===== src/logic/pieb_defines.vh =====
// Register map, field positions and reset values of the peripheral
// interrupt enable bank.
// Assumes a 32-bit AXI4-Lite register bus with word-aligned registers.
`ifndef PIEB_DEFINES_VH
`define PIEB_DEFINES_VH

`define PIEB_ADDR_W 6
`define PIEB_OFS_LCTG 6'h00
`define PIEB_OFS_CCMP 6'h04
`define PIEB_OFS_GCTL 6'h08
`define PIEB_OFS_PEND 6'h0C
`define PIEB_OFS_STAT 6'h10
`define PIEB_OFS_MASK 6'h14

`define PIEB_LCTG_MASK 8'hF7
`define PIEB_CCMP_MASK 8'h1F
`define PIEB_LCTG_RST 8'h00
`define PIEB_CCMP_RST 8'h00
`define PIEB_GCTL_RST 1'b0
`define PIEB_STAT_W 2
`define PIEB_STAT_RST 2'h0
`define PIEB_MASK_RST 2'h0

`define PIEB_RESP_OKAY 2'h0
`define PIEB_RESP_SLVERR 2'h2

`endif


===== src/logic/pieb_top.v =====
// Peripheral interrupt enable bank with an AXI4-Lite register slave.
// Assumes request inputs are asynchronous pins from peripherals; they are
// synchronised here. One clock, asynchronous active-low reset.
// Operation
// - Enable bits 7 to 4 of the first register gate logic cells 4 to 1.
// - Enable bits 2 to 0 of the first register gate timer 5, 3, 1 gates.
// - Enable bits 4 to 0 of the second register gate capture units 5 to 1.
// - Unimplemented bits read as zero and ignore writes.
// - Every implemented enable bit is read/write and clears on any reset.
//
// Implementation choices: the AXI4-Lite interface to the registers and the address map.
`include "pieb_defines.vh"
`timescale 1ns/1ps
`default_nettype none

module pieb_top (
  input wire ref_clk_i, // System clock, 200 MHz.
  input wire rst_n_i, // Asynchronous reset, active low.
  input wire [3:0] logic_cell_irq_req_i, // Logic cell 4..1 requests.
  input wire [2:0] timer_gate_irq_req_i, // Timer 5,3,1 gate requests.
  input wire [4:0] capcmp_irq_req_i, // Capture unit 5..1 requests.
  output reg [11:0] periph_irq_o, // Gated requests to the core.
  output reg periph_irq_any_o, // Any gated request pending.
  output wire irq_o, // Bank event interrupt, level.
  input wire [`PIEB_ADDR_W-1:0] s_axi_awaddr, // Write address.
  input wire s_axi_awvalid, // Write address valid.
  output wire s_axi_awready, // Write address ready.
  input wire [31:0] s_axi_wdata, // Write data.
  input wire [3:0] s_axi_wstrb, // Write byte strobes.
  input wire s_axi_wvalid, // Write data valid.
  output wire s_axi_wready, // Write data ready.
  output reg [1:0] s_axi_bresp, // Write response.
  output reg s_axi_bvalid, // Write response valid.
  input wire s_axi_bready, // Write response ready.
  input wire [`PIEB_ADDR_W-1:0] s_axi_araddr, // Read address.
  input wire s_axi_arvalid, // Read address valid.
  output wire s_axi_arready, // Read address ready.
  output reg [31:0] s_axi_rdata, // Read data.
  output reg [1:0] s_axi_rresp, // Read response.
  output reg s_axi_rvalid, // Read data valid.
  input wire s_axi_rready // Read data ready.
);

  reg [7:0] lctg_en_ff;
  reg [7:0] ccmp_en_ff;
  reg peripheral_irq_global_en_ff;
  reg [`PIEB_STAT_W-1:0] stat_ff;
  reg [`PIEB_STAT_W-1:0] mask_ff;
  reg [11:0] req_s1_ff;
  reg [11:0] req_s2_ff;
  reg [11:0] req_prev_ff;
  reg aw_held_ff;
  reg w_held_ff;
  reg [`PIEB_ADDR_W-1:0] awaddr_ff;
  reg [31:0] wdata_ff;
  reg [3:0] wstrb_ff;

  // Named enable bits of both enable registers.
  wire logic_cell4_irq_en;
  wire logic_cell3_irq_en;
  wire logic_cell2_irq_en;
  wire logic_cell1_irq_en;
  wire timer5_gate_irq_en;
  wire timer3_gate_irq_en;
  wire timer1_gate_irq_en;
  wire capcmp5_irq_en;
  wire capcmp4_irq_en;
  wire capcmp3_irq_en;
  wire capcmp2_irq_en;
  wire capcmp1_irq_en;

  wire [11:0] req_raw;
  wire [11:0] en_vec;
  wire [11:0] req_rise;
  wire [11:0] nxt_periph_irq;
  wire blocked_evt;
  wire gated_evt;
  wire [`PIEB_STAT_W-1:0] stat_evt;
  wire do_write;
  wire wr_lane0;
  wire [`PIEB_ADDR_W-1:0] wr_addr;
  wire [31:0] wr_data;
  wire [3:0] wr_strb;
  wire wr_hit;
  reg [31:0] nxt_rdata;
  reg nxt_rerr;

  // Word-address compare used by both bus channels.
  function hit;
    input [`PIEB_ADDR_W-1:0] a;
    input [`PIEB_ADDR_W-1:0] ofs;
    begin
      hit = (a[`PIEB_ADDR_W-1:2] == ofs[`PIEB_ADDR_W-1:2]);
    end
  endfunction

  // True when the address selects one of the six mapped words.
  function mapped;
    input [`PIEB_ADDR_W-1:0] a;
    begin
      mapped = hit(a, `PIEB_OFS_LCTG) ||
               hit(a, `PIEB_OFS_CCMP) ||
               hit(a, `PIEB_OFS_GCTL) ||
               hit(a, `PIEB_OFS_PEND) ||
               hit(a, `PIEB_OFS_STAT) ||
               hit(a, `PIEB_OFS_MASK);
    end
  endfunction

  assign logic_cell4_irq_en = lctg_en_ff[7];
  assign logic_cell3_irq_en = lctg_en_ff[6];
  assign logic_cell2_irq_en = lctg_en_ff[5];
  assign logic_cell1_irq_en = lctg_en_ff[4];
  assign timer5_gate_irq_en = lctg_en_ff[2];
  assign timer3_gate_irq_en = lctg_en_ff[1];
  assign timer1_gate_irq_en = lctg_en_ff[0];
  assign capcmp5_irq_en = ccmp_en_ff[4];
  assign capcmp4_irq_en = ccmp_en_ff[3];
  assign capcmp3_irq_en = ccmp_en_ff[2];
  assign capcmp2_irq_en = ccmp_en_ff[1];
  assign capcmp1_irq_en = ccmp_en_ff[0];

  assign req_raw = {capcmp_irq_req_i, timer_gate_irq_req_i,
                    logic_cell_irq_req_i};
  // Enable vector in the same order as req_raw.
  assign en_vec = {capcmp5_irq_en, capcmp4_irq_en, capcmp3_irq_en,
                   capcmp2_irq_en, capcmp1_irq_en,
                   timer5_gate_irq_en, timer3_gate_irq_en,
                   timer1_gate_irq_en,
                   logic_cell4_irq_en, logic_cell3_irq_en,
                   logic_cell2_irq_en, logic_cell1_irq_en};
  assign nxt_periph_irq = req_s2_ff & en_vec &
                          {12{peripheral_irq_global_en_ff}};

  // Status events: a new request arrived while blocked, or was forwarded.
  assign req_rise = req_s2_ff & ~req_prev_ff;
  assign blocked_evt = |(req_rise & ~nxt_periph_irq);
  assign gated_evt = |(req_rise & nxt_periph_irq);
  assign stat_evt = {gated_evt, blocked_evt};
  assign irq_o = |(stat_ff & mask_ff);

  // Two-flop synchroniser of the asynchronous request pins.
  always @(posedge ref_clk_i or negedge rst_n_i) begin
    if (!rst_n_i) begin
      req_s1_ff <= 12'h000;
      req_s2_ff <= 12'h000;
      req_prev_ff <= 12'h000;
    end else begin
      req_s1_ff <= req_raw;
      req_s2_ff <= req_s1_ff;
      req_prev_ff <= req_s2_ff;
    end
  end

  // Gated requests towards the core leave from flip-flops.
  always @(posedge ref_clk_i or negedge rst_n_i) begin
    if (!rst_n_i) begin
      periph_irq_o <= 12'h000;
      periph_irq_any_o <= 1'b0;
    end else begin
      periph_irq_o <= nxt_periph_irq;
      periph_irq_any_o <= |nxt_periph_irq;
    end
  end

  // Write channel: address and data accepted in either order.
  assign s_axi_awready = !aw_held_ff && !s_axi_bvalid;
  assign s_axi_wready = !w_held_ff && !s_axi_bvalid;
  assign wr_addr = aw_held_ff ? awaddr_ff : s_axi_awaddr;
  assign wr_data = w_held_ff ? wdata_ff : s_axi_wdata;
  assign wr_strb = w_held_ff ? wstrb_ff : s_axi_wstrb;
  assign do_write = (aw_held_ff || (s_axi_awvalid && s_axi_awready)) &&
                    (w_held_ff || (s_axi_wvalid && s_axi_wready));
  assign wr_hit = mapped(wr_addr);
  assign wr_lane0 = do_write && wr_strb[0];

  // Address holder: keeps an early address until its data arrives.
  always @(posedge ref_clk_i or negedge rst_n_i) begin
    if (!rst_n_i) begin
      aw_held_ff <= 1'b0;
      awaddr_ff <= {`PIEB_ADDR_W{1'b0}};
    end else if (do_write) begin
      aw_held_ff <= 1'b0;
    end else if (s_axi_awvalid && s_axi_awready) begin
      aw_held_ff <= 1'b1;
      awaddr_ff <= s_axi_awaddr;
    end
  end

  // Data holder: keeps early data until its address arrives.
  always @(posedge ref_clk_i or negedge rst_n_i) begin
    if (!rst_n_i) begin
      w_held_ff <= 1'b0;
      wdata_ff <= 32'h00000000;
      wstrb_ff <= 4'h0;
    end else if (do_write) begin
      w_held_ff <= 1'b0;
    end else if (s_axi_wvalid && s_axi_wready) begin
      w_held_ff <= 1'b1;
      wdata_ff <= s_axi_wdata;
      wstrb_ff <= s_axi_wstrb;
    end
  end

  // Write response, raised the cycle after both halves are in.
  always @(posedge ref_clk_i or negedge rst_n_i) begin
    if (!rst_n_i) begin
      s_axi_bvalid <= 1'b0;
      s_axi_bresp <= `PIEB_RESP_OKAY;
    end else if (do_write) begin
      s_axi_bvalid <= 1'b1;
      s_axi_bresp <= wr_hit ? `PIEB_RESP_OKAY : `PIEB_RESP_SLVERR;
    end else if (s_axi_bvalid && s_axi_bready) begin
      s_axi_bvalid <= 1'b0;
    end
  end

  // Register file; only byte lane 0 carries implemented bits.
  always @(posedge ref_clk_i or negedge rst_n_i) begin
    if (!rst_n_i) begin
      lctg_en_ff <= `PIEB_LCTG_RST;
    end else if (wr_lane0 && hit(wr_addr, `PIEB_OFS_LCTG)) begin
      lctg_en_ff <= wr_data[7:0] & `PIEB_LCTG_MASK;
    end
  end

  always @(posedge ref_clk_i or negedge rst_n_i) begin
    if (!rst_n_i) begin
      ccmp_en_ff <= `PIEB_CCMP_RST;
    end else if (wr_lane0 && hit(wr_addr, `PIEB_OFS_CCMP)) begin
      ccmp_en_ff <= wr_data[7:0] & `PIEB_CCMP_MASK;
    end
  end

  always @(posedge ref_clk_i or negedge rst_n_i) begin
    if (!rst_n_i) begin
      peripheral_irq_global_en_ff <= `PIEB_GCTL_RST;
    end else if (wr_lane0 && hit(wr_addr, `PIEB_OFS_GCTL)) begin
      peripheral_irq_global_en_ff <= wr_data[0];
    end
  end

  always @(posedge ref_clk_i or negedge rst_n_i) begin
    if (!rst_n_i) begin
      mask_ff <= `PIEB_MASK_RST;
    end else if (wr_lane0 && hit(wr_addr, `PIEB_OFS_MASK)) begin
      mask_ff <= wr_data[`PIEB_STAT_W-1:0];
    end
  end

  // Write-one-to-clear; a same-cycle event keeps its bit set.
  always @(posedge ref_clk_i or negedge rst_n_i) begin
    if (!rst_n_i) begin
      stat_ff <= `PIEB_STAT_RST;
    end else if (wr_lane0 && hit(wr_addr, `PIEB_OFS_STAT)) begin
      stat_ff <= (stat_ff & ~wr_data[`PIEB_STAT_W-1:0]) | stat_evt;
    end else begin
      stat_ff <= stat_ff | stat_evt;
    end
  end

  // Read channel: one read at a time, answered the cycle after acceptance.
  assign s_axi_arready = !s_axi_rvalid;

  always @* begin
    nxt_rdata = 32'h00000000;
    nxt_rerr = 1'b0;
    if (hit(s_axi_araddr, `PIEB_OFS_LCTG)) begin
      nxt_rdata[7:0] = lctg_en_ff & `PIEB_LCTG_MASK;
    end else if (hit(s_axi_araddr, `PIEB_OFS_CCMP)) begin
      nxt_rdata[7:0] = ccmp_en_ff & `PIEB_CCMP_MASK;
    end else if (hit(s_axi_araddr, `PIEB_OFS_GCTL)) begin
      nxt_rdata[0] = peripheral_irq_global_en_ff;
    end else if (hit(s_axi_araddr, `PIEB_OFS_PEND)) begin
      nxt_rdata[11:0] = req_s2_ff;
    end else if (hit(s_axi_araddr, `PIEB_OFS_STAT)) begin
      nxt_rdata[`PIEB_STAT_W-1:0] = stat_ff;
    end else if (hit(s_axi_araddr, `PIEB_OFS_MASK)) begin
      nxt_rdata[`PIEB_STAT_W-1:0] = mask_ff;
    end else begin
      nxt_rerr = 1'b1;
    end
  end

  always @(posedge ref_clk_i or negedge rst_n_i) begin
    if (!rst_n_i) begin
      s_axi_rvalid <= 1'b0;
      s_axi_rdata <= 32'h00000000;
      s_axi_rresp <= `PIEB_RESP_OKAY;
    end else begin
      if (s_axi_arvalid && s_axi_arready) begin
        s_axi_rvalid <= 1'b1;
        s_axi_rdata <= nxt_rdata;
        s_axi_rresp <= nxt_rerr ? `PIEB_RESP_SLVERR : `PIEB_RESP_OKAY;
      end else if (s_axi_rvalid && s_axi_rready) begin
        s_axi_rvalid <= 1'b0;
      end
    end
  end

endmodule

`default_nettype wire


===== config.mk =====
export PLATFORM = sky130hd
export DESIGN_NAME = pieb_top
export DESIGN_NICKNAME = d
export VERILOG_FILES = /design/src/logic/pieb_top.v
export VERILOG_INCLUDE_DIRS = /design/src /design/src/logic
export SDC_FILE = /design/constraint.sdc
export NUM_CORES = 1
export LEC_CHECK = 0
export BUFFER_PORTS_ARGS = -buffer_cell sky130_fd_sc_hd__clkbuf_2
export CAP_MARGIN = 20
export CORE_UTILIZATION = 31
export DETAILED_ROUTE_END_ITERATION = 8
export GPL_ROUTABILITY_DRIVEN = 0
export PLACE_DENSITY_LB_ADDON = 0.05
export SLEW_MARGIN = 10
export SYNTH_ARGS = -nofsm -noshare
export SYNTH_HDL_FRONTEND = slang
export SYNTH_SLANG_ARGS = --single-unit

===== constraint.sdc =====
create_clock -name ref_clk_i -period 2.3 [get_ports ref_clk_i]
set_clock_uncertainty 0.2 [all_clocks]
set_input_delay 0.23 -clock ref_clk_i [delete_from_list [all_inputs] [get_ports ref_clk_i]]
set_output_delay 0.23 -clock ref_clk_i [all_outputs]
set_load 0.01 [all_outputs]

==> qor.log, run 1 <==
[timing] max-slew headroom at the worst pin 0.653
[detailed_routing] vias after detailed routing 2801
[die] Die X 117 um
[detailed_routing] violation count after the first detailed-route iteration 184
[power] post-layout total power 5.20 mW
[synthesis] largest cells by area after synthesis dfrtp_1 59%, mux2_2 8.5%, buf_4 4.2%
[detailed_routing] post-route DRC violation count 0
[synthesis] top cell types by occurrence after synthesis 97 x dfrtp_1, 31 x mux2_2, 23 x buf_4, 20 x nand2_1, 15 x inv_1
[worst_hold_path] classification of the worst-slack hold path in -> reg
[synthesis] post-synth cell types 46
[synthesis] register bit total from synthesis 97
[timing] Peak Freq 469 MHz
[worst_setup_path] Worst Path Required 2.33 ns
[layout] Area growth, synth to finish 27.3%
[clock_tree] Resized Gates After CTS 0
[global_route] wire length of the first global-routing pass 15.3 mm
[timing] pins over their slew limit 0
[detailed_routing] via count normalized by instance count 4.53
[timing] min cycle time layout 2.13 ns
[power] fraction of power spent switching nets 0.318
[power] switching power of the nets 1.65 mW
[clock_tree] post-CTS setup buffers 0
[clock_tree] number of H-tree branching levels 3
[timing] slew at the pin with the worst max-slew slack 0.520 ns
[power] cell internal pwr 3.54 mW
[global_route] number of antenna violations at the first check in global routing 0
[die] ports placed on the boundary 122
[detailed_routing] First-pass DRT Iterations 4
[clock_tree] worst-case clock buffer depth 2
[die] die outline height 117 um
[worst_setup_path] critical path start-end classification in -> reg
[timing] Setup TNS Final 0 ns
[clock_tree] Sink Count 97
[detailed_routing] Routed WL per cell 15.6 um
[die] # rows 41
[worst_setup_path] CP max stage delay 0.53 ns
[power] peak supply drop 0.398 mV
[run] Max-Cap Viols 0
[timing] Final Hold Fails 0
[clock_tree] TritonCTS clock tree built
[detailed_routing] Detailed Route WL 9.65 mm
[synthesis] proportion of register bits with asynchronous set or reset after synthesis 1.00
[synthesis] combined area of all synthesized cells 0.00410 sq mm
[power] relative contribution of sequential cells to total power 0.463
[power] combinational group share of total power 0.236
[synthesis] count leader, synth dfrtp_1
[timing] setup violators final 0
[power] Clock Power Share 0.301
[status] run status complete, no violations
[clock_tree] total of hold buffers inserted after clock tree synthesis 29
[synthesis] number of standard cells after synthesis 335
[worst_setup_path] top fanout value on the critical path 9
[global_route] pin count of the biggest net entering global routing 98
[place] DP Wirelength 6.78 mm
[synthesis] ys flop type dfrtp_1
[die] total core area 0.0128 sq mm
[synthesis] Yosys warning count 0
[worst_setup_path] startpoint class of the critical path primary input
[timing] fraction of the cycle the final worst path needs 0.927
[global_route] number of global-route vias before repair 2750
[synthesis] part of the Yosys area used for sequential elements 0.593
[layout] nets@finish 509
[clock_tree] number of clock buffers inserted by TritonCTS 9
[synthesis] area share of the largest cell type after synthesis 0.593
[synthesis] cell type with the largest total area after synthesis dfrtp_1
[synthesis] number of enable flip-flop cells after synthesis 0
[layout] antenna fix cells 0
[worst_setup_path] Arr. time, crit path 2.16 ns
[clock_tree] CTS clk-pin slew, worst paths 0.07 ns
[place] IO buf count 68
[die] area of the die 0.0137 sq mm
[worst_setup_path] r2r setup slk 0.25 ns
[clock_tree] Worst-Skew Late Latency 0.35 ns
[global_route] Total GRT Usage 0.154
[power] total power per unit cell area 997 mW/mm^2
[power] static leakage 2.49 nW
[synthesis] post-synthesis average cell area 12.2 sq um
[die] starting density of the core 0.321
[detailed_routing] Antenna Nets Post-Route 0
[worst_setup_path] cell with the largest stage delay on the worst path dlygate4sd3_1
[layout] fraction of layout instances using a drive strength above 1 0.291
[worst_setup_path] critical path capture point type flop
[clock_tree] master cell of the clock root buffer clkbuf_16
[global_route] grt total ovfl 0
[worst_setup_path] series of cell instances along the critical path dlygate4sd3_1, clkbuf_2, o22ai_1, a21o_1, and3_1, mux2_2
[timing] RSZ-0062 raised after global routing no
==> final timing paths <==
kind,startpoint,end,cells after the start
max,s_axi_awvalid,wdata_ff[2],6
min,s_axi_araddr[5],s_axi_rresp[1],3
max reg2reg,aw_held_ff,wdata_ff[2],4
min reg2reg,req_s1_ff[9],req_s2_ff[9],0
max in group asynchronous,rst_n_i,periph_irq_any_o,3
min in group asynchronous,rst_n_i,s_axi_bvalid,3
==> kinds of logic (layout without fill, tap and decap cells) <==
group	count (synthesis)	in the layout	share of synthesized area
AO/OA/AOI/OAI	61	61	0.106
multiplexers	40	40	0.107
other	1	22	0.000915
AND/OR/NAND/NOR	89	89	0.129
buffers and inverters	47	138	0.0648
flip-flops	97	97	0.593
==> sequential cells by signal, indices dropped and copies added (netlist names), 2 cells and up <==
name / flops
periph_irq_o: 12
req_prev_ff: 12
req_s1_ff: 12
req_s2_ff: 12
s_axi_rdata: 12
wdata_ff: 8
lctg_en_ff: 7
ccmp_en_ff: 5
awaddr_ff: 4
mask_ff: 2
stat_ff: 2
==> final cells by class <==
type | count | area, sq um
clock buffer | 9 | 225
clock inverter | 7 | 86.3
fill | 1218 | 7560
inverter | 15 | 56.3
multi-input combinational | 212 | 1480
sequential | 97 | 2430
tap | 172 | 215
timing repair buffer | 107 | 721
==> power groups by stage <==
stage | Sequential, mW | Clock (mW) | Combinational, mW
after floorplan | 2.32 | 0 | 0.844
after global placement | 2.44 | 0 | 1.20
after detailed placement | 2.45 | 0 | 1.22
after CTS | 2.42 | 1.62 | 1.26
after global routing | 2.46 | 1.68 | 1.37
final | 2.40 | 1.56 | 1.23
==> worst max-delay path: cells and delay by family <==
kind | cells | cell delay (ns)
AOI/OAI and AO/OA | 2 | 0.43
buffers and inverters | 2 | 0.65
muxes | 1 | 0.38
and+or+nand+nor | 1 | 0.46
==> per-layer routing <==
layer / share of wire / GRT usage / routed length (um)
met5: 0 / 0 / 0
met4: 0.011 / 0.0481 / 105
met3: 0.029 / 0.0324 / 284
met2: 0.47 / 0.243 / 4560
met1: 0.49 / 0.213 / 4700
==> cells in the final DEF (no fill, tap or decap), types with 5 or more instances in the layout <==
| master | n |
|---|---|
| dlygate4sd3_1 | 29 |
| nand2_1 | 20 |
| nand3b_1 | 6 |
| nor3_1 | 5 |
| nor2b_1 | 6 |
| o21ai_0 | 13 |
| and3_1 | 12 |
| conb_1 | 22 |
| clkbuf_2 | 67 |
| a21oi_1 | 10 |
| inv_1 | 15 |
| mux2_2 | 31 |
| mux2i_1 | 9 |
| nor2_1 | 7 |
| nand2b_1 | 14 |
| buf_4 | 10 |
| dfrtp_1 | 97 |
| nand3_1 | 6 |
| clkbuf_16 | 9 |
==> through the flow <==
stage               worst slack, ns  utilization  hold slack (ns)  area [sq um]  cells
global route                 0.0584        0.408           0.0838          5210    619
detailed placement            0.207        0.361            0.127          4610    574
global placement              0.238        0.361            0.132          4610    574
CTS                           0.141        0.408           0.0675          5210    619
finish                        0.168        0.408           0.0736          5210    619
floorplan                     0.453            -           -0.266          4180    356
(Power assumes the default switching activity.)
==> run 2, diff against run 1 <==
- ABC_AREA: default -> 1
==> qor.log, run 2 <==
[die] die outline height 118 um [+1.0%]
[worst_setup_path] most prevalent standard cell on the critical path a21oi_1
[worst_setup_path] Buf+Inv Stages, Crit Path 3 [+1]
[worst_setup_path] startpoint class of the critical path primary input
[clock_tree] number of H-tree branching levels 3 [unchanged]
[synthesis] number of enable flip-flop cells after synthesis 0 [unchanged]
[clock_tree] Sink Count 97 [unchanged]
[layout] most frequent cells in the layout 129 x nand2_1, 97 x dfrtp_1, 67 x clkbuf_2
[layout] Fill cells 1404 [+15%]
[layout] nets@finish 640 [+26%]
[layout] fraction of layout instances using a drive strength above 1 0.182 [-0.109]
[timing] fraction of the cycle the final worst path needs 0.843 [-0.0845]
[clock_tree] CTS clk-pin slew, worst paths 0.07 ns [about the same]
[detailed_routing] violation count after the first detailed-route iteration 130 [-29%]
[worst_setup_path] CP max stage delay 0.54 ns [about the same]
[synthesis] combinational family with the most area after synthesis simple AND/OR/NAND/NOR gates
[worst_hold_path] cell count of the worst hold path 3 [unchanged]
[synthesis] post-synth cell types 29 [-37%]
[synthesis] cell type with the largest total area after synthesis dfrtp_1
[power] static leakage 2.85 nW [+14%]
[worst_setup_path] family of cells with the greatest summed delay on the critical path buffers and inverters
[clock_tree] total of hold buffers inserted after clock tree synthesis 29 [unchanged]
[clock_tree] Worst-Skew Late Latency 0.35 ns [about the same]
[layout] fin area 0.00521 sq mm [-0.12%]
[worst_setup_path] critical path start-end classification in -> reg
[clock_tree] TritonCTS clock tree built
[timing] Final Hold Fails 0 [unchanged]
[die] # rows 42 [+2.4%]
[worst_setup_path] critical path capture point type flop
[place] IO buf count 68 [unchanged]
[timing] setup violators final 0 [unchanged]
[global_route] pin count of the biggest net entering global routing 39 [-60%]
[run] Max-Cap Viols 0 [unchanged]
[synthesis] combined area of all synthesized cells 0.00418 sq mm [+2.0%]
[synthesis] register bit total from synthesis 97 [unchanged]
[synthesis] area share of the largest cell type after synthesis 0.581 [-0.0119]
[layout] leading cell type in the layout, fill and taps excluded nand2_1
[synthesis] fraction of synthesized cell area in xor and xnor cells 0 [unchanged]
[die] starting density of the core 0.317 [-0.00377]
[place] placed instance count 709 [+24%]
[timing] Worst Hold Slack 0.0230 ns [-0.0506 ns]
[synthesis] count leader, synth nand2_1
[synthesis] post-synthesis average cell area 8.89 sq um [-27%]
[synthesis] Synth Area in Adders 0 [unchanged]
[place] DP Wirelength 6.72 mm [-0.84%]
[clock_tree] master cell of the clock root buffer clkbuf_16
[timing] min cycle time layout 1.94 ns [-0.194 ns]
[global_route] number of global-route vias before repair 3146 [+14%]
[timing] max-slew headroom at the worst pin 0.531 [-0.122]
[detailed_routing] First-pass DRT Iterations 4 [unchanged]
[synthesis] proportion of register bits with asynchronous set or reset after synthesis 1.00 [unchanged]
[synthesis] ys flop type dfrtp_1
[detailed_routing] post-route DRC violation count 0 [unchanged]
[worst_hold_path] classification of the worst-slack hold path in -> reg
[die] total core area 0.0132 sq mm [+3.3%]
[detailed_routing] Detailed Route WL 9.12 mm [-5.5%]
[layout] antenna fix cells 0 [unchanged]
[status] run status complete, no violations
[synthesis] Yosys warning count 0 [unchanged]
[synthesis] part of the Yosys area used for sequential elements 0.581 [-0.0119]
[layout] final core occ 0.395 [-0.0134]
[detailed_routing] Antenna Nets Post-Route 0 [unchanged]
[clock_tree] post-CTS setup buffers 0 [unchanged]
[die] Die X 118 um [+1.0%]
[synthesis] multiplexer fraction of the synthesized cell area 0 [-0.107]
[synthesis] number of standard cells after synthesis 470 [+40%]
[worst_setup_path] number of logic stages on the critical path including buffering 7 [+1]
[global_route] wire length of the first global-routing pass 15.7 mm [+2.8%]
[synthesis] area fraction in and, or, nand and nor cells after synthesis 0.211 [+0.0827]
[global_route] grt total ovfl 0 [unchanged]
[synthesis] Synth Area in Compound Gates 0.0955 [-0.0105]
[worst_setup_path] cell with the largest stage delay on the worst path dlygate4sd3_1
[worst_setup_path] Worst Path Required 2.37 ns [+0.04 ns]
[timing] slew at the pin with the worst max-slew slack 0.703 ns [+0.183 ns]
[die] area of the die 0.0140 sq mm [+2.0%]
[place] Area after DPL 0.00464 sq mm [+0.65%]
[synthesis] largest cells by area after synthesis dfrtp_1 58%, nand2_1 12%, inv_1 5.6%
[power] post-layout total power 4.83 mW [-7.1%]
[detailed_routing] via count normalized by instance count 4.21 [-7.1%]
[synthesis] top cell types by occurrence after synthesis 129 x nand2_1, 97 x dfrtp_1, 62 x inv_1, 41 x o21ai_0, 39 x nor2_1
[timing] RSZ-0062 raised after global routing no
[clock_tree] Resized Gates After CTS 0 [unchanged]
[detailed_routing] vias after detailed routing 3171 [+13%]
[die] ports placed on the boundary 122 [unchanged]
[worst_setup_path] Arr. time, crit path 2.01 ns [-0.15 ns]
[layout] Final Non-Filler Cells 754 [+22%]
[timing] pins over their slew limit 0 [unchanged]
[global_route] Total GRT Usage 0.149 [-0.00552]
[layout] Area growth, synth to finish 24.6%
[power] total power per unit cell area 927 mW/mm^2 [-7.0%]
[detailed_routing] Routed WL per cell 12.1 um [-22%]
[place] worst slack at placement 0.463 ns [+0.256 ns]
[power] peak supply drop 0.536 mV [+35%]
[worst_setup_path] top fanout value on the critical path 7 [-2]
[timing] Peak Freq 516 MHz [+10%]
[timing] Setup TNS Final 0 ns [unchanged]
[clock_tree] number of clock buffers inserted by TritonCTS 9 [unchanged]
[timing] slack of the critical path 0.362 ns [+0.194 ns]
[worst_setup_path] series of cell instances along the critical path dlygate4sd3_1, clkbuf_2, nor2_1, nand2_1, inv_1, a21oi_1, a21oi_1
[clock_tree] worst-case clock buffer depth 2 [unchanged]
[worst_setup_path] cells on worst reg2reg path 7 [+3]
[global_route] number of antenna violations at the first check in global routing 0 [unchanged]
## run 2: cell types whose count changed after synthesis, sizes merged, moves of 9 or more
| cell | change |
|---|---|
| nand2 | +113 |
| mux2i | -9 |
| mux2 | -31 |
| nor2 | +34 |
| nand3 | +21 |
| o21ai | +40 |
| inv | +50 |
| nand2b | -14 |
| and3 | -12 |
## run 2: metal layers
metal | GRT usage | part of all wire
met5 | 0 | 0
met4 | 0.0553 | 0.020
met3 | 0.0451 | 0.045
met2 | 0.239 | 0.45
met1 | 0.189 | 0.48
## run 2: path summary, 6_finish.rpt
path,from,to,slack (ns)
setup / recovery,s_axi_araddr[5],s_axi_rdata[2],0.36
hold / removal,s_axi_araddr[3],s_axi_rresp[1],0.02
setup reg to reg,peripheral_irq_global_en_ff,stat_ff[0],0.47
hold reg to reg,req_s1_ff[6],req_s2_ff[6],0.14
max in group asynchronous,rst_n_i,req_s2_ff[10],1.14
min in group asynchronous,rst_n_i,s_axi_rvalid,0.15
## run 2: kinds of logic (layout without fill, tap and decap cells)
family | Yosys count | count (layout)
buffers and inverters | 95 | 182
DFF | 97 | 97
AOI/OAI and AO/OA | 68 | 68
other | 1 | 22
and+or+nand+nor | 209 | 209
## run 2: power by group
group	internal, mW	total (mW)	switching [mW]
combinational	0.411	1.07	0.659
clock	0.787	1.40	0.611
sequential	2.04	2.36	0.321
total	3.24	4.83	1.59
## run 2: worst register-to-register path: cells and delay by family (launching register included)
kind / cells / cell delay, ns
DFF: 1 / 0.79
buffers and inverters: 1 / 0.04
and+or+nand+nor: 6 / 0.68
## run 2: final cells by class
class / instances / area [sq um] / area share
Sequential cell: 97 / 2430 / 0.466
Multi-Input combinational cell: 299 / 1370 / 0.262
Timing Repair Buffer: 101 / 676 / 0.130
Clock buffer: 13 / 260 / 0.0500
Inverter: 65 / 244 / 0.0469
Tap cell: 176 / 220 / 0.0423
Clock inverter: 3 / 15.0 / 0.00288
